$ cat config.mk
export PLATFORM = sky130hd
export DESIGN_NAME = ckpll_ctrl
export DESIGN_NICKNAME = d
export VERILOG_FILES = /design/src/ckpll_pkg.sv /design/src/ckpll_ctrl.sv
export SDC_FILE = /design/constraint.sdc
export NUM_CORES = 1
export LEC_CHECK = 0
export ABC_AREA = 1
export BUFFER_PORTS_ARGS = -buffer_cell sky130_fd_sc_hd__buf_2
export CAP_MARGIN = 20
export CORE_ASPECT_RATIO = 1.5
export CORE_MARGIN = 2
export CORE_UTILIZATION = 57
export DETAILED_ROUTE_END_ITERATION = 6
export PLACE_DENSITY = 0.91
export SYNTH_ARGS = -nofsm -noshare
export SYNTH_HDL_FRONTEND = slang
export SYNTH_SLANG_ARGS = --single-unit
$ cat constraint.sdc
create_clock -name clk_sys -period 3.8 [get_ports clk_sys]
set_clock_uncertainty 0.1 [all_clocks]
set_input_delay 0.19 -clock clk_sys [delete_from_list [all_inputs] [get_ports clk_sys]]
set_output_delay 0.19 -clock clk_sys [all_outputs]
set_load 0.05 [all_outputs]
$ cat src/ckpll_pkg.sv
// Package with register map, field positions, reset values and timing counts for the clock block.
package ckpll_pkg;
    // Register indices; byte address is four times the index.
    localparam logic [9:0] CKPLL_IDX_CLK_CTRL = 10'h08f;
    localparam logic [9:0] CKPLL_IDX_SYN_CTRL = 10'h0e9;
    localparam logic [9:0] CKPLL_IDX_REF_DIV = 10'h0ee;
    localparam logic [9:0] CKPLL_IDX_FB_DIV_HI = 10'h0ef;
    localparam logic [9:0] CKPLL_IDX_IRQ_STAT = 10'h0f0;
    localparam logic [9:0] CKPLL_IDX_IRQ_MASK = 10'h0f1;
    // Clock control fields.
    localparam int CKPLL_CK_DOUBLE = 0;
    localparam int CKPLL_CK_T0SEL = 1;
    localparam int CKPLL_CK_T1SEL = 2;
    localparam int CKPLL_CK_WDSEL = 6;
    localparam logic [7:0] CKPLL_CK_WMASK = 8'h47;
    // Synth control fields.
    localparam int CKPLL_SY_LOCK = 0;
    localparam int CKPLL_SY_EN = 1;
    localparam int CKPLL_SY_RST = 3;
    localparam logic [7:0] CKPLL_SY_WMASK = 8'hca;
    localparam logic [7:0] CKPLL_SY_RESET = 8'h08;
    localparam logic [7:0] CKPLL_REF_WMASK = 8'h7f;
    localparam logic [7:0] CKPLL_DIV_RESET = 8'h00;
    // Interrupt status fields.
    localparam int CKPLL_IRQ_GAIN = 0;
    localparam int CKPLL_IRQ_LOSS = 1;
    localparam logic [1:0] CKPLL_IRQ_RESET = 2'h0;
    // Machine cycle length in CPU clock enables: 12 or 6 oscillator periods.
    localparam logic [2:0] CKPLL_MC_CPU_CLKS = 3'h6;
    // Lock detection: largest phase gap in cycles and good comparisons needed.
    localparam logic [3:0] CKPLL_LOCK_WIN = 4'h2;
    localparam logic [3:0] CKPLL_LOCK_CNT = 4'h8;
    typedef enum logic [1:0] {
        CKPLL_PFD_IDLE,
        CKPLL_PFD_UP,
        CKPLL_PFD_DOWN
    } ckpll_pfd_t;
endpackage : ckpll_pkg

$ cat src/ckpll_ctrl.sv
// Clock controller with speed selection, per-unit clock sources and a digital synthesizer core.
`timescale 1ns/10ps
//////////////////////////////////////////////////////////////////////////////////////////////////
// Contract
// - Three gated clocks: synth, CPU, peripheral.
// - Peripheral clock drives timers, card, ADC, SPI, ports.
// - Double speed: 6 periods, else 12.
// - Double speed loads from boot bit, zero on ROM variant.
// - Watchdog source: oscillator half or peripheral.
// - Timer 1 source: oscillator half or peripheral.
// - Timer 0 source: oscillator half or peripheral.
// - Clock control reserved bits; software writes zero.
// - Detector compares reference and feedback edges.
// - Synth enable starts and stops generation.
// - Lock flag follows lock, writes ignored.
// - Synth reset holds synthesizer, set after reset.
// - Feedback divider is ten bits, split.
// - Reference divider seven bits, top reads zero.
// - Synth control reserved bits read zero.
// - Audio and USB clocks from synthesizer.
module ckpll_ctrl (
    // Clock and reset.
    input wire logic clk_sys,
    input wire logic rst_n,
    // APB slave.
    input wire logic psel,
    input wire logic penable,
    input wire logic pwrite,
    input wire logic [11:0] paddr,
    input wire logic [31:0] pwdata,
    output logic [31:0] prdata,
    output logic pready,
    output logic pslverr,
    // Straps and power state.
    input wire logic boot_speed_config_bit,
    input wire logic rom_variant,
    input wire logic idle_mode,
    input wire logic power_down,
    // Oscillator clock from the synthesizer's oscillator.
    input wire logic vco_pulse,
    // Clock enables.
    output logic cpu_clk_en,
    output logic per_clk_en,
    output logic machine_cycle,
    output logic timer0_clk_en,
    output logic timer1_clk_en,
    output logic card_clk_en,
    output logic adc_clk_en,
    output logic spi_clk_en,
    output logic port_clk_en,
    output logic wdt_clk_en,
    output logic synth_ref_clk_en,
    output logic audio_clk_en,
    output logic usb_clk_en,
    // Detector and lock.
    output logic pump_up,
    output logic pump_down,
    output logic synth_lock_flag,
    // Interrupt.
    output logic irq
);
    import ckpll_pkg::*;

    function automatic logic reg_hit(input logic [11:0] addr, input logic [9:0] idx);
        reg_hit = (addr[11:2] == idx) && (addr[1:0] == 2'h0);
    endfunction : reg_hit

    //////////////////////////////////////////////////////////////////////////////////////////////
    // Register bus.
    logic [7:0] clock_ctrl_r;
    logic [7:0] synth_ctrl_r;
    logic [7:0] ref_div_r;
    logic [7:0] fb_div_high_r;
    logic [1:0] irq_stat_r;
    logic [1:0] irq_mask_r;
    logic [1:0] irq_stat_nxt;
    logic [7:0] synth_rd;
    logic [31:0] prdata_nxt;
    logic lock_r;
    logic lock_gain;
    logic lock_loss;

    wire hit_ck = reg_hit(paddr, CKPLL_IDX_CLK_CTRL);
    wire hit_sy = reg_hit(paddr, CKPLL_IDX_SYN_CTRL);
    wire hit_ref = reg_hit(paddr, CKPLL_IDX_REF_DIV);
    wire hit_fb = reg_hit(paddr, CKPLL_IDX_FB_DIV_HI);
    wire hit_st = reg_hit(paddr, CKPLL_IDX_IRQ_STAT);
    wire hit_mk = reg_hit(paddr, CKPLL_IDX_IRQ_MASK);
    wire hit_any = hit_ck | hit_sy | hit_ref | hit_fb | hit_st | hit_mk;
    wire acc = psel & penable;
    wire wr = acc & pwrite & hit_any;
    // Reserved bits are forced low on write and read; lock bit comes from hardware.
    assign synth_rd = (synth_ctrl_r & CKPLL_SY_WMASK) | {7'h00, lock_r};
    assign prdata_nxt = hit_ck ? {24'h0, clock_ctrl_r & CKPLL_CK_WMASK} :
                        hit_sy ? {24'h0, synth_rd} :
                        hit_ref ? {24'h0, ref_div_r & CKPLL_REF_WMASK} :
                        hit_fb ? {24'h0, fb_div_high_r} :
                        hit_st ? {30'h0, irq_stat_r} :
                        hit_mk ? {30'h0, irq_mask_r} : 32'h0;
    assign pready = 1'b1;
    assign pslverr = acc & ~hit_any;
    // Hardware set wins over a write-one clear in the same cycle.
    assign irq_stat_nxt = (irq_stat_r & ~((wr & hit_st) ? pwdata[1:0] : 2'h0))
                        | {lock_loss, lock_gain};

    always_ff @(posedge clk_sys) begin
        if (!rst_n) begin
            // A synchronous reset may sample the strap on the same edge.
            clock_ctrl_r <= {7'h00, boot_speed_config_bit & ~rom_variant};
            synth_ctrl_r <= CKPLL_SY_RESET;
            ref_div_r <= CKPLL_DIV_RESET;
            fb_div_high_r <= CKPLL_DIV_RESET;
            irq_mask_r <= CKPLL_IRQ_RESET;
            irq_stat_r <= CKPLL_IRQ_RESET;
            prdata <= 32'h0;
        end else begin
            if (wr & hit_ck) begin
                clock_ctrl_r <= pwdata[7:0] & CKPLL_CK_WMASK;
            end
            if (wr & hit_sy) begin
                synth_ctrl_r <= pwdata[7:0] & CKPLL_SY_WMASK;
            end
            if (wr & hit_ref) begin
                ref_div_r <= pwdata[7:0] & CKPLL_REF_WMASK;
            end
            if (wr & hit_fb) begin
                fb_div_high_r <= pwdata[7:0];
            end
            if (wr & hit_mk) begin
                irq_mask_r <= pwdata[1:0];
            end
            irq_stat_r <= irq_stat_nxt;
            // Read data is taken in the setup cycle so that it stands in the access phase.
            if (psel & ~penable & ~pwrite) begin
                prdata <= prdata_nxt;
            end
        end
    end

    assign irq = |(irq_stat_r & irq_mask_r);

    //////////////////////////////////////////////////////////////////////////////////////////////
    // System clock enables.
    logic phase_r;
    logic x2_r;
    logic [2:0] mc_cnt_r;
    logic mc_r;
    logic cpu_r;
    logic per_r;
    logic half_r;
    logic t0_r;
    logic t1_r;
    logic wd_r;
    logic ref_on_r;

    wire per_on = ~power_down;
    wire cpu_on = ~power_down & ~idle_mode;
    wire half_tick = phase_r;
    wire sys_tick = x2_r | phase_r;
    wire mc_wrap = (mc_cnt_r == CKPLL_MC_CPU_CLKS - 3'h1);

    always_ff @(posedge clk_sys) begin
        if (!rst_n) begin
            phase_r <= 1'b0;
            x2_r <= 1'b0;
            mc_cnt_r <= 3'h0;
            mc_r <= 1'b0;
            cpu_r <= 1'b0;
            per_r <= 1'b0;
            half_r <= 1'b0;
            t0_r <= 1'b0;
            t1_r <= 1'b0;
            wd_r <= 1'b0;
            ref_on_r <= 1'b0;
        end else begin
            phase_r <= ~phase_r;
            // Switching only after a half-rate pulse keeps every pulse whole.
            if (phase_r) begin
                x2_r <= clock_ctrl_r[CKPLL_CK_DOUBLE];
            end
            if (sys_tick & cpu_on) begin
                mc_cnt_r <= mc_wrap ? 3'h0 : mc_cnt_r + 3'h1;
            end
            mc_r <= sys_tick & cpu_on & mc_wrap;
            cpu_r <= sys_tick & cpu_on;
            per_r <= sys_tick & per_on;
            half_r <= half_tick & per_on;
            t0_r <= per_on & (clock_ctrl_r[CKPLL_CK_T0SEL] ? half_tick : sys_tick);
            t1_r <= per_on & (clock_ctrl_r[CKPLL_CK_T1SEL] ? half_tick : sys_tick);
            wd_r <= per_on & (clock_ctrl_r[CKPLL_CK_WDSEL] ? half_tick : sys_tick);
            ref_on_r <= per_on;
        end
    end

    assign cpu_clk_en = cpu_r;
    assign per_clk_en = per_r;
    assign machine_cycle = mc_r;
    assign timer0_clk_en = t0_r;
    assign timer1_clk_en = t1_r;
    assign wdt_clk_en = wd_r;
    assign card_clk_en = per_r;
    assign adc_clk_en = per_r;
    assign spi_clk_en = per_r;
    assign port_clk_en = per_r;
    assign synth_ref_clk_en = ref_on_r;

    //////////////////////////////////////////////////////////////////////////////////////////////
    // Synthesizer dividers, detector and lock.
    logic [6:0] ref_cnt_r;
    logic [9:0] fb_cnt_r;
    logic ref_tick_r;
    logic fb_tick_r;
    ckpll_pfd_t pfd_r;
    logic [3:0] gap_r;
    logic [3:0] good_r;
    logic out_r;

    wire [9:0] fb_div = {fb_div_high_r, synth_ctrl_r[7:6]};
    wire [6:0] ref_div = ref_div_r[6:0];
    wire run = synth_ctrl_r[CKPLL_SY_EN] & ~synth_ctrl_r[CKPLL_SY_RST]
               & ~power_down;
    wire ref_tick = run & (ref_cnt_r == ref_div);
    wire fb_tick = run & vco_pulse & (fb_cnt_r == fb_div);
    wire gap_ok = (gap_r <= CKPLL_LOCK_WIN);
    wire cmp_done = (pfd_r == CKPLL_PFD_UP & fb_tick) | (pfd_r == CKPLL_PFD_DOWN & ref_tick);
    wire both = ref_tick & fb_tick;
    wire good_done = both | (cmp_done & gap_ok);
    wire bad_done = cmp_done & ~gap_ok;
    wire lock_nxt = run & (lock_r ? ~bad_done : (good_done & good_r == CKPLL_LOCK_CNT - 4'h1));
    assign lock_gain = lock_nxt & ~lock_r;
    assign lock_loss = ~lock_nxt & lock_r;

    always_ff @(posedge clk_sys) begin
        if (!rst_n || !run) begin
            ref_cnt_r <= 7'h0;
            fb_cnt_r <= 10'h0;
            pfd_r <= CKPLL_PFD_IDLE;
            gap_r <= 4'h0;
            good_r <= 4'h0;
        end else begin
            ref_cnt_r <= ref_tick ? 7'h0 : ref_cnt_r + 7'h1;
            if (vco_pulse) begin
                fb_cnt_r <= fb_tick ? 10'h0 : fb_cnt_r + 10'h1;
            end
            // Reference first asks for speed, feedback first asks to slow down.
            unique case (pfd_r)
                CKPLL_PFD_IDLE: begin
                    if (ref_tick & ~fb_tick) begin
                        pfd_r <= CKPLL_PFD_UP;
                    end else if (fb_tick & ~ref_tick) begin
                        pfd_r <= CKPLL_PFD_DOWN;
                    end
                end
                CKPLL_PFD_UP: begin
                    if (fb_tick) begin
                        pfd_r <= CKPLL_PFD_IDLE;
                    end
                end
                CKPLL_PFD_DOWN: begin
                    if (ref_tick) begin
                        pfd_r <= CKPLL_PFD_IDLE;
                    end
                end
                default: begin
                    pfd_r <= CKPLL_PFD_IDLE;
                end
            endcase
            if (pfd_r == CKPLL_PFD_IDLE) begin
                gap_r <= 4'h1;
            end else if (gap_r != 4'hf) begin
                gap_r <= gap_r + 4'h1;
            end
            if (bad_done) begin
                good_r <= 4'h0;
            end else if (good_done && good_r != CKPLL_LOCK_CNT - 4'h1) begin
                good_r <= good_r + 4'h1;
            end
        end
    end

    always_ff @(posedge clk_sys) begin
        if (!rst_n) begin
            lock_r <= 1'b0;
            out_r <= 1'b0;
            ref_tick_r <= 1'b0;
            fb_tick_r <= 1'b0;
        end else begin
            lock_r <= lock_nxt;
            out_r <= run & vco_pulse;
            ref_tick_r <= ref_tick;
            fb_tick_r <= fb_tick;
        end
    end

    // Gating on lock is left to software, which polls the flag first.
    assign audio_clk_en = out_r;
    assign usb_clk_en = out_r;
    assign pump_up = (pfd_r == CKPLL_PFD_UP);
    assign pump_down = (pfd_r == CKPLL_PFD_DOWN);
    assign synth_lock_flag = lock_r;
endmodule : ckpll_ctrl

Word level (Yosys, flattened, before mapping)
Cells that the tools add are included.
{ "totals": {"output_inout_bits": 51, "regBits": 100, "inputBits": 54} }
{ "classes": {"n_mux": 22, "reduce_logical": 18, "addsub": 5, "n_eq_ne": 18, "n_lt_le_gt_ge": 1, "bitwise_logic": 63} }
{ "ops": {"columns": ["op", "n"], "rows": [
  ["$eq A10 B8 Y1 const B", 6],
  ["$and A1 B1 Y1", 36],
  ["$mux W8", 4],
  ["$mux W2", 7],
  ["$not A1 Y1", 14],
  ["$add A10 B1 Y10 const B", 1],
  ["$eq A10 B10 Y1", 1],
  ["$mux W10", 1],
  ["$add A4 B1 Y4 const B", 2],
  ["$mux W1", 8],
  ["$or A1 B1 Y1", 8],
  ["$or A8 B1 Y8", 1],
  ["$reduce_or A2 Y1", 4],
  ["$add A7 B1 Y7 const B", 1],
  ["$eq A7 B7 Y1", 1],
  ["$logic_and A1 B1 Y1", 7],
  ["$ne A2 B1 Y1 const B", 3],
  ["$pmux W2 S3", 1],
  ["$and A2 B2 Y2", 2],
  ["$eq A4 B3 Y1 const B", 1],
  ["$le A4 B2 Y1 const B", 1],
  ["$logic_not A2 Y1", 2],
  ["$ne A4 B3 Y1 const B", 1],
  ["$ne A4 B4 Y1 const B", 1],
  ["other kinds (12)", 13]
]} }

Depth between registers and ports, before layout
Gate-level depths: netlist of the first run.
{ "logic_depth": {"word_depth": 15, "ltp_mapped": 15} }

Worst setup path after synthesis of the first run
Ideal clock, no wire load.
{ "synth_path": {"path_type": "register -> register", "start": "register pfd_r[1]", "end": "register good_r[0]", "period_less_slack_ns": 2.139, "path_slack_ns": 1.661, "t_arrival_ns": 1.970, "setup_time_ns": 0.070, "stages_incl_launch_ff": 10, "path_buffers": 0, "path_cell_list": "dfxtp_1 > inv_1 > nor2_1 > nand3_1 > nand2_1 > nand2_1 > a21oi_1 > inv_1 > or2_0 > a21oi_1"} }
{ "synth_between": {"elab_chain_len": 6} }
{ "synth_lines": {"columns": ["item", "line", "source"], "rows": [
  ["start: declaration", "ckpll_ctrl.sv:213", "ckpll_pfd_t pfd_r;"],
  ["start signal: assignment", "ckpll_ctrl.sv:237", "pfd_r <= CKPLL_PFD_IDLE;"],
  ["start signal: assignment", "ckpll_ctrl.sv:249", "pfd_r <= CKPLL_PFD_UP;"],
  ["start signal: assignment", "ckpll_ctrl.sv:251", "pfd_r <= CKPLL_PFD_DOWN;"],
  ["$eq A2 B2 Y1 (*)", null, null],
  ["via pump_down", "ckpll_ctrl.sv:57", "output logic pump_down,"],
  ["$and A1 B1 Y1 (*)", "ckpll_ctrl.sv:225", "wire cmp_done = (pfd_r == CKPLL_PFD_UP & fb_tick) | (pfd_r == CKPLL_PFD_DOWN & ref_tick);"],
  ["$or A1 B1 Y1 (*)", "ckpll_ctrl.sv:225", null],
  ["$and A1 B1 Y1", "ckpll_ctrl.sv:227", "wire good_done = both | (cmp_done & gap_ok);"],
  ["$or A1 B1 Y1", "ckpll_ctrl.sv:227", null],
  ["$logic_and A1 B1 Y1", "ckpll_ctrl.sv:275", "end else if (good_done && good_r != CKPLL_LOCK_CNT - 4'h1) begin"],
  ["end signal: assignment", "ckpll_ctrl.sv:276", "good_r <= good_r + 4'h1;"],
  ["end: declaration", "ckpll_ctrl.sv:215", "logic [3:0] good_r;"]
]} }
The timed path passes the listed nets; every way through them passes the cells marked *.
A chain may end at the register's enable or synchronous reset.

Worst setup path after layout of the first run
{ "layout_path": {"start": "input port power_down", "end": "register good_r[0]"} }
{ "layout_between": {"elab_chain_len": 9} }
{ "layout_lines": {"columns": ["item", "line", "source"], "rows": [
  ["start: declaration", "ckpll_ctrl.sv:38", "input wire logic power_down,"],
  ["$not A1 Y1 (*)", "ckpll_ctrl.sv:221", "& ~power_down;"],
  ["$and A1 B1 Y1 (*)", "ckpll_ctrl.sv:221", null],
  ["$and A1 B1 Y1 (2 in a row)", "ckpll_ctrl.sv:223", "wire fb_tick = run & vco_pulse & (fb_cnt_r == fb_div);"],
  ["$and A1 B1 Y1", "ckpll_ctrl.sv:225", null],
  ["$or A1 B1 Y1", "ckpll_ctrl.sv:225", null],
  ["$and A1 B1 Y1", "ckpll_ctrl.sv:227", null],
  ["$or A1 B1 Y1", "ckpll_ctrl.sv:227", null],
  ["$logic_and A1 B1 Y1", "ckpll_ctrl.sv:275", null]
]} }
Mark *: on every way between the ends. The rest lies on a longest branch, timed or not.

==> metrics list, run 1 <==
- In this run the worst setup path terminates at good_r[0]$_SDFFE_PP0P_.
- TritonCTS built the clock tree.
- Die area: 0.00766 mm^2
* Post-CTS clock slew at the launch and capture registers of the worst setup and hold paths: 0.09 ns
* Combinational share of power: 9.2%
* Gp weighted congestion: 0.892
- Number of detailed-routing iterations run before antenna repair: 6
* Crit end category: register
- H-Tree Depth: 3
* Worst R2R Path Depth: 9
- Async S/R FF share, synth: 0%
- Hold Path Depth: 3
* Worst setup path start: power_down
* Placement Rows: 37
- Achievable Freq: 440 MHz
- Setup-violating endpoint count in the final report: 0
* Worst-case clock buffer depth: 2
- Final ANT Viol Nets: 0
- After synthesis the netlist holds a flip-flop and latch count of 76.
* Skew-Pair Late Insertion Delay: 0.37 ns
- Vias after detailed routing: 3,831
- 0 antenna diodes ended up in the layout.
- CP max-delay cell: sky130_fd_sc_hd__dlygate4sd3_1
- Among all flip-flop cells after synthesis, the most frequent one is sky130_fd_sc_hd__dfxtp_1.
- For this design the top-level I/O count stands at 105.
- Required time of the critical path: 4.00 ns
* HPWL reported at the end of detailed placement: 7.16 mm
- Setup slack after layout: 1.53 ns
* Synthesized cell area: 0.00397 mm^2
* Fraction of post-synthesis cell area in the top cell type by area: 37.8%
* Critical path startpoint category: input port
- The die is 72.2 um wide.
- Of all cell types, the one taking the most synthesized area is sky130_fd_sc_hd__dfxtp_1.
- The synthesized netlist contains 42 unique library cells.
* EDFF count, synth: 1
- The cell count after synthesis came out at 561.
- The max-slew violation count is 0.
- Across the whole layout, storage elements account for 0.00153 mm^2.
- Initial antenna violation count: 0
- For this design the total switching power over the nets is 0.472 mW.
- Initial core utilization: 58.4%
* Post-synthesis average cell area: 7.08 um^2
- The setup path with the least slack is of type in -> reg.
- The cell sitting at the root of the clock tree is a sky130_fd_sc_hd__clkbuf_8.
- Reg power frac: 48.0%
- In this run the critical register-to-register path is captured at fb_cnt_r[3]$_SDFFE_PP0P_.
- The flow ran to the end, and the final reports show no timing, DRC or antenna violations.
- Wire length of the first global-routing pass: 15.1 mm
* Slack of the worst reg-to-reg path: 1.66 ns
* Total number of nets in the final design: 677
- Combined area of the multi-input logic cells: 0.00194 mm^2
* Synth top area cells: sky130_fd_sc_hd__dfxtp_1 (38%), sky130_fd_sc_hd__nand2_1 (9.5%), sky130_fd_sc_hd__inv_1 (7.8%)
* Most repeated cell in the gate-level netlist after synthesis: sky130_fd_sc_hd__nand2_1
- After the first detailed-routing iteration, the DRC count stood at 300.
- Largest fanout of any net on the critical path: 6
* Seq/Total Area, Yosys: 38.6%
- Filler cell count: 556
- Of the total power, the share spent switching nets is 28.0%.
- In the routed design, unresolved DRC markers number 0.
- Number of synthesis warnings: 0
- Share of power burned in the clock network: 42.9%
- Final critical delay including setup and external delays: 2.27 ns
* Number of hold buffers added after CTS: 3
- Worst Hold Class: in -> reg
- The count of endpoints failing hold in the final timing report came to 0.
- GRT Util Overall: 25.3%
- Final critical-path share of the clock period: 59.8%
- GR Overflow Total: 0
* Total CTS buffers: 9
* Setup TNS after final layout: 0 ns
- Startpoint of the worst-slack reg-to-reg timing path: fb_cnt_r[5]$_SDFFE_PP0P_
* Power density normalized to cell area: 381 mW/mm^2
* Pre-CTS setup slack: 1.64 ns
- The count of buffers added on input and output ports is 55.
* Leak Pwr: 1.98 nW
- Synth cell count leaders: sky130_fd_sc_hd__nand2_1 (101), sky130_fd_sc_hd__inv_1 (82), sky130_fd_sc_hd__dfxtp_1 (75)
- Proportion of layout cells with a drive suffix above 1: 14.8%
* Cell internal pwr: 1.22 mW
- Max Cap Viol: 0
- Average vias per placed instance: 5.47
- PnR Total Power: 1.69 mW
- P&R area growth vs syn: 11.7%
- RSZ-0062 raised after global routing: no
* Highest cell delay on the worst timing path: 0.53 ns
- Largest net degree at the start of global routing: 25
- The worst-case IR drop observed on VDD is 194 uV.
- Total detailed-routing wirelength: 9.52 mm
* Final-layout worst hold slack: 0.0164 ns
- Crit-path cells: dlygate4sd3_1, buf_2, inv_1, nand3_1, inv_1, nand2_1, nor2_2, nand3_1, nand2_1, nand2_1, a21oi_1, inv_1, or2_0, a21oi_1
- # clock sinks: 76
* Chip Height: 106 um
* Wirelength per Cell: 13.6 um
* Data arrival time of the critical path: 2.47 ns
- Postcts setup bufs: 0
* Core footprint: 0.00681 mm^2
* Number of global-route vias before repair: 3,499
- After clock tree synthesis, the repair step resized 0 gates.
[logic make-up after synthesis]
kind of cell               synth area share (%)
and+or+nand+nor                            30.3
xor gates and xnor gates                   3.31
buffers and inverters                      14.7
adders and majority gates                  1.58
other                                     0.189
AOI/OAI and AO/OA                          11.3
DFF                                        38.6
[routing by layer]
metal	wire, um	vias up	global-route usage, %
met3	554	47	5.02
li1	-	1877	-
met1	3500	1730	25.2
met2	4970	177	46.1
met5	0	-	0
met4	497	0	16.0
[flip-flops by register name, indices dropped and copies added, names as in the netlist, 2 cells and up]
| register | flops |
|---|---|
| clock_ctrl_r | 4 |
| fb_cnt_r | 10 |
| fb_div_high_r | 8 |
| gap_r | 4 |
| good_r | 4 |
| irq_mask_r | 2 |
| irq_stat_r | 2 |
| mc_cnt_r | 3 |
| pfd_r | 2 |
| prdata | 8 |
| ref_cnt_r | 7 |
| ref_div_r | 7 |
| synth_ctrl_r | 4 |
[worst min path at each step]
stage	startpoint	to	slack (ns)
5_1_grt	pwdata[3]	fb_div_high_r[3]$_SDFFE_PN0P_	0.005
2_1_floorplan	power_down	synth_ref_clk_en$_SDFF_PN0_	0.16
3_3_place_gp	power_down	synth_ref_clk_en$_SDFF_PN0_	0.30
4_1_cts	pwdata[2]	fb_div_high_r[2]$_SDFFE_PN0P_	0.002
6_report	pwdata[2]	fb_div_high_r[2]$_SDFFE_PN0P_	0.02
3_5_place_dp	power_down	synth_ref_clk_en$_SDFF_PN0_	0.30
[final cells by class]
type                            instances  share of cell area [%]
Timing Repair Buffer                   59                    7.05
Tap cell                               78                    2.20
Multi-Input combinational cell        386                    43.8
Clock inverter                          7                    2.37
Inverter                               86                    7.28
Sequential cell                        76                    34.5
Clock buffer                            9                    2.79
[layout by cell type (no fill, tap or decap), types with 4 or more instances in the layout]
master and n:
sky130_fd_sc_hd__dfxtp_1 75, sky130_fd_sc_hd__xnor2_1 8, sky130_fd_sc_hd__o21ai_0 30, sky130_fd_sc_hd__ha_1 5, sky130_fd_sc_hd__nor3_1 11, sky130_fd_sc_hd__xor2_1 7
sky130_fd_sc_hd__clkbuf_8 9, sky130_fd_sc_hd__conb_1 25, sky130_fd_sc_hd__nor2_1 70, sky130_fd_sc_hd__buf_2 55, sky130_fd_sc_hd__a21oi_1 35, sky130_fd_sc_hd__o22ai_1 4
sky130_fd_sc_hd__nand3_1 28, sky130_fd_sc_hd__nand4_1 13, sky130_fd_sc_hd__o211ai_1 4, sky130_fd_sc_hd__nand2_1 101, sky130_fd_sc_hd__inv_1 82, sky130_fd_sc_hd__nor3b_1 12
[power groups by stage]
| stage | Sequential (mW) | Clock (mW) | Combinational [mW] |
|---|---|---|---|
| floorplan | 0.844 | 0 | 0.120 |
| global placement | 0.828 | 0 | 0.148 |
| detailed placement | 0.828 | 0 | 0.150 |
| CTS | 0.809 | 0.724 | 0.153 |
| global route | 0.810 | 0.756 | 0.165 |
| finish | 0.809 | 0.723 | 0.155 |
[metrics by stage]
| stage | cell area (um^2) | cells | utilization [%] |
|---|---|---|---|
| final | 4430 | 701 | 65.2 |
| after detailed placement | 4180 | 682 | 61.4 |
| after floorplan | 4060 | 584 | - |
| after global routing | 4430 | 701 | 65.2 |
| after CTS | 4430 | 701 | 65.2 |
| after global placement | 4180 | 682 | 61.4 |
[critical path: cells and delay by family]
kind | cells | cell delay [ns]
AND/OR/NAND/NOR | 7 | 0.93
buffers and inverters | 5 | 1.02
AO/OA/AOI/OAI | 2 | 0.32
(Power assumes the default switching activity.)
==> run 2: changes to the inputs <==
--- a/config.mk
+++ b/config.mk
@@ -10,9 +10,9 @@
 export CAP_MARGIN = 20
 export CORE_ASPECT_RATIO = 1.5
 export CORE_MARGIN = 2
-export CORE_UTILIZATION = 57
+export CORE_UTILIZATION = 48
 export DETAILED_ROUTE_END_ITERATION = 6
-export PLACE_DENSITY = 0.91
+export PLACE_DENSITY = 0.83
 export SYNTH_ARGS = -nofsm -noshare
 export SYNTH_HDL_FRONTEND = slang
 export SYNTH_SLANG_ARGS = --single-unit
==> constraint.sdc (replaced) <==
create_clock -name clk_sys -period 2 [get_ports clk_sys]
set_clock_uncertainty 0.1 [all_clocks]
set_input_delay 0.1 -clock clk_sys [delete_from_list [all_inputs] [get_ports clk_sys]]
set_output_delay 0.1 -clock clk_sys [all_outputs]
set_load 0.05 [all_outputs]
==> run 2 against run 1 <==
Effect of this change:
- hold slack improved by 0.0093 ns
- register-to-register slack got worse by 1.5 ns
- first-iteration DRC count decreased by 12%
- critical path type is now reg -> reg
- non-clock buffer count increased by 24
- global-route usage decreased by 2.2 points
- highest routed layer unchanged
- final area increased by 9.2%
- sequential share of layout area decreased by 2.6 points
- clock power increased by 150%
==> metrics list, run 2 (synthesized netlist as in run 1, its figures left out) <==
- Final critical delay including setup and external delays: 1.87 ns
- The port buffer count came to 55 (unchanged).
* Slack of the worst reg-to-reg path: 0.13 ns (-1.53 ns)
- The vertical die dimension came to 115 um (+8.6%).
- The worst setup path is launched from a register.
- GR Overflow Total: 0 (unchanged)
- The sequential cell area in the final layout was 0.00155 mm^2 (+1.1%).
* Master cell of the clock root buffer: sky130_fd_sc_hd__clkbuf_16
- The number of cells traversed by the worst hold path is 3 (unchanged).
- The critical path required time is 2.17 ns (-1.83 ns).
* Core footprint: 0.00801 mm^2 (+18%)
- In the layout the commonest cells are sky130_fd_sc_hd__nand2_1 (97), sky130_fd_sc_hd__inv_1 (77), sky130_fd_sc_hd__nor2_1 (64).
- The max-slew violation count is 0 (unchanged).
* Endpoint of the worst register-to-register path: good_r[0]$_SDFFE_PP0P_
- The number of antenna-violating nets in the routed design is 0 (unchanged).
- Final critical-path share of the clock period: 93.6%
- The highest cell delay on the worst timing path was 0.34 ns (-0.19 ns).
- Largest net degree at the start of global routing: 25 (unchanged)
* Crit-path cells: inv_1, nand2_1, nand2_1, nor2_1, nand2_1, nor2_2, nand3_1, nand2_1, nand2_2, a21oi_2, inv_2, or2_0, a21oi_1
- The number of antenna violations at the first check in global routing was 0 (unchanged).
- The count of max-cap constraint violations was 0 (unchanged).
- The cell area after placement was 0.00431 mm^2 (+3.3%).
- The largest vdd supply drop came to 481 uV (+150%).
* Final Hold Fails: 0 (unchanged)
- Gp weighted congestion: 0.898 (+0.70%)
- Die area: 0.00903 mm^2 (+18%)
* TritonCTS clock tree: yes
* Remaining routing DRC violations: 0 (unchanged)
* Actual transition at the worst max-transition pin: 0.503 ns
- Run status: complete, no violations
- The number of filler instances in the final layout was 745 (+34%).
* Setup TNS after final layout: 0 ns (unchanged)
- The overall fraction of global-route tracks in use is 23.1% (-2.2 points).
* Worst R2R Path Depth: 13 (+4)
* P&R area growth vs syn: 21.9%
- The number of flip-flops in the largest register is 10 (unchanged).
- Total CTS buffers: 9 (unchanged)
- The cell count along the critical path was 13 (-1).
- Hold Path Sink: clock_ctrl_r[0]$_DFFE_PP_
* Achievable Freq: 534 MHz
- Registers with the most flip-flops: fb_cnt_r: 10 flops, fb_div_high_r: 8 flops, prdata: 8 flops
- The multi-input gate area in the final layout is 0.00199 mm^2 (+2.8%).
- Post-route standard cell area excluding fillers: 0.00484 mm^2 (+9.2%)
- Placement Rows: 40 (+8.1%)
- The min-delay analysis places its worst path in the category in -> reg.
- The horizontal extent of the die was 78.3 um (+8.5%).
- By instance count, the cell type seen most on the critical path is sky130_fd_sc_hd__nand2_1.
* Most flop-heavy register: fb_cnt_r
- Crit path max-delay family: simple AND/OR/NAND/NOR gates
- The maximum clock path buffer count is 2 (unchanged).
* Count of buffer and inverter cells on the critical path: 2 (-3)
- The number of H-tree levels is 3 (unchanged).
- Antenna fix cells: 0 (unchanged)
- The routed wire length per instance was 13.1 um (-3.3%).
- The insertion delay of the later-clocked pin in the worst-skew pair came to 0.34 ns (-0.03 ns).
- STA classifies the critical path endpoint as a register.
- The startpoint identified for the worst register-to-register timing path is fb_div_high_r[6]$_SDFFE_PN0P_.
- Number of placed I/O pins: 105 (unchanged)
- The final instance count without filler cells came to 752 (+7.3%).
* Power density normalized to cell area: 754 mW/mm^2 (+98%)
- DP Cell Count: 722 (+5.9%)
* Worst slew margin relative to its limit: 66.4%
- HPWL reported at the end of detailed placement: 7.53 mm (+5.3%)
- Setup repair after global routing could not meet its margin everywhere.
- The leakage power came to 2.15 nW (+8.6%).
- The wire length of the first global-routing pass was 16.3 mm (+7.9%).
- Data arrival time of the critical path: 2.04 ns (-0.43 ns)
- The count of final setup violators came to 0 (unchanged).
- Total number of nets in the final design: 701 (+3.5%)
- The clock edge transition at the registers on the reported setup and hold paths came to 0.06 ns (-0.03 ns).
- The fraction of final layout cells with drive strength greater than 1 is 21.5% (+6.7 points).
- The DRC violation total after the first TritonRoute iteration is 263 (-12%).
- Setup CP Type: reg -> reg
* Average vias per placed instance: 5.12 (-6.2%)
- The final wirelength came to 9.88 mm (+3.7%).
- The largest fanout of any net on the critical path came to 6 (unchanged).
- CP max-delay cell: sky130_fd_sc_hd__dfxtp_2
- Number of detailed-routing iterations run before antenna repair: 5 (-1)
- Number of global-route vias before repair: 3,630 (+3.7%)
- The initial core utilization came to 49.6% (-8.8 points).
* Startpoint of the most critical hold path: boot_speed_config_bit
- The detailed-route via count is 3,853 (+0.57%).
- # clock sinks: 76 (unchanged)
* Leading cell type in the layout, fill and taps excluded: sky130_fd_sc_hd__nand2_1
* Final-layout worst hold slack: 0.0257 ns (+0.00931 ns)
==> run 2: changes by cell type in the layout (fill, tap and decap cells not counted), sizes merged <==
cell	previous run	this run
buf	56	71
dlygate4sd3	3	12
==> run 2: area by class of cell <==
class                   count  area share, %
clock buffers               9           4.65
repair buffers             83           10.6
well taps                 105           2.71
flip-flops and latches     76           32.0
inverters                  86           6.67
multi-input cells         386           41.2
clock inverters             7           2.17
==> run 2: per-stage QoR <==
step           utilization, %  setup slack, ns  total power, mW
6_report                 60.5            0.128             3.65
5_1_grt                  60.5          -0.0553             3.76
4_1_cts                  59.5           0.0203             3.67
3_5_place_dp             53.8          -0.0436             1.86
3_3_place_gp             53.8        -0.000550             1.86
2_1_floorplan               -           0.0999             1.83
==> run 2: power by group <==
part,internal (mW),leakage [nW],switching [mW]
Combinational,0.0675,1.37,0.245
Clock,1.11,0.159,0.685
Sequential,1.53,0.622,0.00659
==> run 2: how the worst max path moves through the flow <==
| stage | from | to | slack, ns |
|---|---|---|---|
| after floorplan | pfd_r[0]$_SDFFE_PP0P_ | good_r[0]$_SDFFE_PP0P_ | 0.1 |
| after global placement | fb_cnt_r[5]$_SDFFE_PP0P_ | fb_cnt_r[6]$_SDFFE_PP0P_ | -0.0005 |
| after detailed placement | fb_cnt_r[5]$_SDFFE_PP0P_ | fb_cnt_r[3]$_SDFFE_PP0P_ | -0.04 |
| after CTS | ref_div_r[1]$_SDFFE_PN0P_ | good_r[0]$_SDFFE_PP0P_ | 0.02 |
| after global routing | fb_div_high_r[6]$_SDFFE_PN0P_ | good_r[0]$_SDFFE_PP0P_ | -0.06 |
| final | fb_div_high_r[6]$_SDFFE_PN0P_ | good_r[0]$_SDFFE_PP0P_ | 0.13 |
==> run 2: routing by layer <==
metal	vias up	share of wire (%)	track usage, %
met5	-	0	0
met1	1718	38	24.3
met3	47	6.2	5.49
li1	1924	-	-
met2	164	50	40.7
met4	0	5.5	15.2
==> run 2: worst min-delay path: cells and delay by family <==
family / cells / cell delay (ns)
and+or+nand+nor: 1 / 0.04
buffers and inverters: 1 / 0.07
AOI/OAI and AO/OA: 1 / 0.12
==> run 2: what timing repair did <==
| item | in CTS | in global routing |
|---|---|---|
| pin swaps | 0 | 7 |
| endpoints found under the hold margin | 24 | 0 |
| endpoints found under the setup margin | 9 | 16 |
| hold buffers | 12 | 0 |
| buffers inserted | 0 | 2 |
| resized for setup | 2 | 30 |
==> run 3: changes to the inputs <==
--- a/config.mk
+++ b/config.mk
@@ -10,9 +10,9 @@
 export CAP_MARGIN = 20
 export CORE_ASPECT_RATIO = 1.5
 export CORE_MARGIN = 2
-export CORE_UTILIZATION = 48
+export CORE_UTILIZATION = 53
 export DETAILED_ROUTE_END_ITERATION = 6
-export PLACE_DENSITY = 0.83
+export PLACE_DENSITY = 0.86
 export SYNTH_ARGS = -nofsm -noshare
 export SYNTH_HDL_FRONTEND = slang
 export SYNTH_SLANG_ARGS = --single-unit
==> constraint.sdc (replaced) <==
create_clock -name clk_sys -period 1.9 [get_ports clk_sys]
set_clock_uncertainty 0.1 [all_clocks]
set_input_delay 0.095 -clock clk_sys [delete_from_list [all_inputs] [get_ports clk_sys]]
set_output_delay 0.095 -clock clk_sys [all_outputs]
set_load 0.05 [all_outputs]
==> run 3 against run 2 <==
Effect of this change:
- the run now ends with setup timing left
- hold slack better by 0.020 ns
- first-iteration DRC count up 43%
- register-to-register slack worse by 0.21 ns
- clock-buffer cell count up 1
- non-clock buffer count up 21
==> metrics list, run 3 (synthesized netlist as in run 1, its figures left out) <==
- Largest net degree at the start of global routing: 24 (-4.0%)
- Final critical delay including setup and external delays: 1.99 ns (+0.113 ns)
- The critical path in this run is classified as reg -> reg.
* Largest fanout of any net on the critical path: 6 (unchanged)
* Fin util: 68.0% (+7.5 points)
- Setup repair after global routing could not meet its margin everywhere.
- The top cell types in the final layout, fill and taps aside, are sky130_fd_sc_hd__nand2_1 (89), sky130_fd_sc_hd__inv_1 (73), sky130_fd_sc_hd__dfxtp_1 (64).
- The final-layout setup total negative slack came to -0.0857 ns (-0.0857 ns).
- GR Overflow Total: 0 (unchanged)
* P&R area growth vs syn: 23.7%
* Violation count after the first detailed-routing iteration: 375 (+43%)
* Setup-violating endpoint count in the final report: 1 (+1)
* Vias after detailed routing: 3,995 (+3.7%)
- Power density normalized to cell area: 645 mW/mm^2 (-14%)
- The checks that failed: setup timing.
- Final critical-path share of the clock period: 105% (+11 points)
- Flip-flop count of the largest register, all copies and words added: 10 (unchanged)
- The number of rows in the core area came to 38 (-5.0%).
- DP Cell Count: 735 (+1.8%)
- Antenna fix cells: 0 (unchanged)
* Max Slew Vio Count: 0 (unchanged)
* Slack of the worst reg-to-reg path: -0.09 ns (-0.21 ns)
- The routability congestion estimate from global placement was 0.907 (+0.98%).
* Proportion of layout cells with a drive suffix above 1: 26.0% (+4.6 points)
- Master cell of the clock root buffer: sky130_fd_sc_hd__clkbuf_8
- Wire length of the first global-routing pass: 15.9 mm (-2.1%)
* H-Tree Depth: 3 (unchanged)
- The total non-filler cell area in the finished layout was 0.00491 mm^2 (+1.4%).
- The count of max-cap constraint violations came to 0 (unchanged).
- The largest vdd supply drop was 424 uV (-12%).
- In the final layout, the registers with the most flip-flops are fb_cnt_r: 10 flops, fb_div_high_r: 8 flops, prdata: 8 flops.
- The data arrival time of the worst path is 2.17 ns (+0.13 ns).
* Critical path startpoint category: register
- Count of port buffers added during placement: 55 (unchanged)
* Die span in x: 74.7 um (-4.6%)
- Ranked by flip-flop count, first place goes to fb_cnt_r.
- The total CTS buffers came to 9 (unchanged).
- Leading cell type in the layout, fill and taps excluded: sky130_fd_sc_hd__nand2_1
- Total number of nets in the final design: 722 (+3.0%)
- The detailed-route DRC error count was 0 (unchanged).
- The top achievable clock speed is 504 MHz (-5.7%).
- The number of sinks driven by the clock tree came to 76 (unchanged).
- Filler cell count: 587 (-21%)
- Final ANT Viol Nets: 0 (unchanged)
- The run finished, with violations left.
- Setup slack after layout: -0.0857 ns (-0.213 ns)
* Number of placed I/O pins: 105 (unchanged)
- Worst-case clock buffer depth: 2 (unchanged)
* Number of detailed-routing iterations run before antenna repair: 5 (unchanged)
- Post-CTS clock slew at the launch and capture registers of the worst setup and hold paths: 0.09 ns (+0.03 ns)
- Wirelength per Cell: 13.5 um (+3.0%)
* Skew-Pair Late Insertion Delay: 0.36 ns (+0.02 ns)
- The leakage power came to 2.19 nW (+1.7%).
* Initial antenna violation count: 0 (unchanged)
* Fin cells: 768 (+2.1%)
* Die area: 0.00822 mm^2 (-9.0%)
- The critical path required time is 2.08 ns (-0.09 ns).
- HPWL reported at the end of detailed placement: 7.64 mm (+1.4%)
* TritonCTS clock tree: yes
- The count of endpoints failing hold in the final timing report was 0 (unchanged).
* Total detailed-routing wirelength: 10.4 mm (+5.2%)
- The number of global-route vias before repair was 3,672 (+1.2%).
- Placement Cell Area: 0.00445 mm^2 (+3.2%)
- The total power draw came to 3.17 mW (-13%).
- Initial core utilization: 55.0% (+5.4 points)
* Average vias per placed instance: 5.20 (+1.5%)
- The floorplan core area is 0.00723 mm^2 (-9.8%).
- The tightest min-delay check is of the in -> reg type.
- The vertical die dimension came to 110 um (-4.7%).
- GRT Util Overall: 25.3% (+2.2 points)
- Crit end category: register
==> run 3: cell types whose count changed in the layout (fill, tap and decap cells not counted), moves of 5 or more <==
cell and delta:
sky130_fd_sc_hd__clkbuf_16 -9, sky130_fd_sc_hd__nand2_2 +9, sky130_fd_sc_hd__clkbuf_8 +9, sky130_fd_sc_hd__nor2_4 +5
sky130_fd_sc_hd__buf_4 +21, sky130_fd_sc_hd__nand2_1 -8
==> run 3: layout make-up <==
type	count	area, um^2	share of cell area (%)
timing repair buffer	104	673	13.7
multi-input combinational	386	2050	41.7
tap	100	125	2.55
sequential	76	1550	31.5
clock buffer	10	128	2.60
clock inverter	6	66.3	1.35
inverter	86	323	6.57
==> run 3: where the power goes <==
part	internal, mW	switching (mW)
clock	0.606	0.613
combinational	0.0750	0.258
sequential	1.61	0.00722
total	2.29	0.877
==> run 3: worst paths after layout <==
check	end	from	cells past startpoint
hold reg to reg	ref_cnt_r[0]$_SDFF_PP0_	ref_cnt_r[0]$_SDFF_PP0_	1
setup / recovery	good_r[0]$_SDFFE_PP0P_	fb_div_high_r[1]$_SDFFE_PN0P_	13
hold / removal	clock_ctrl_r[0]$_DFFE_PP_	boot_speed_config_bit	3
setup reg to reg	good_r[0]$_SDFFE_PP0P_	fb_div_high_r[1]$_SDFFE_PN0P_	13
==> run 3: metrics by stage <==
step | worst slack, ns | hold WS, ns
floorplan | 0.127 | 0.0674
global placement | -0.0414 | 0.265
detailed placement | -0.123 | 0.272
CTS | -0.0390 | 0.0144
global route | -0.227 | 0.0512
finish | -0.0857 | 0.0460
==> run 3: repair_timing <==
item                                    4_1_cts  5_1_grt
hold endpoints to repair                     29        0
endpoints found under the setup margin       15       17
pin swaps                                     3       13
hold buffers                                 12        0
buffers inserted                              0        5
resized for setup                            12       39
==> run 3: worst max-delay path, cell delays in order, from the launching register on <==
cell and delay, ns:
sky130_fd_sc_hd__dfxtp_2 0.38, sky130_fd_sc_hd__inv_2 0.06, sky130_fd_sc_hd__nand2_1 0.08, sky130_fd_sc_hd__nand2_1 0.07, sky130_fd_sc_hd__nor2_2 0.11, sky130_fd_sc_hd__nand2_2 0.07, sky130_fd_sc_hd__nor2_4 0.14, sky130_fd_sc_hd__nand3_2 0.10
sky130_fd_sc_hd__nand2_2 0.10, sky130_fd_sc_hd__nand2_2 0.07, sky130_fd_sc_hd__a21oi_2 0.17, sky130_fd_sc_hd__inv_2 0.08, sky130_fd_sc_hd__or2_0 0.22, sky130_fd_sc_hd__a21oi_1 0.15
==> run 3: metal layers <==
layer  up-vias  wire length (um)  global-route usage (%)  part of all wire (%)
met1      1811              3850                    25.8                    37
met2       175              5340                    46.0                    51
met4         0               627                    15.9                   6.0
met5         -                 0                       0                     0
met3        50               583                    4.91                   5.6
li1       1959                 -                       -                     -
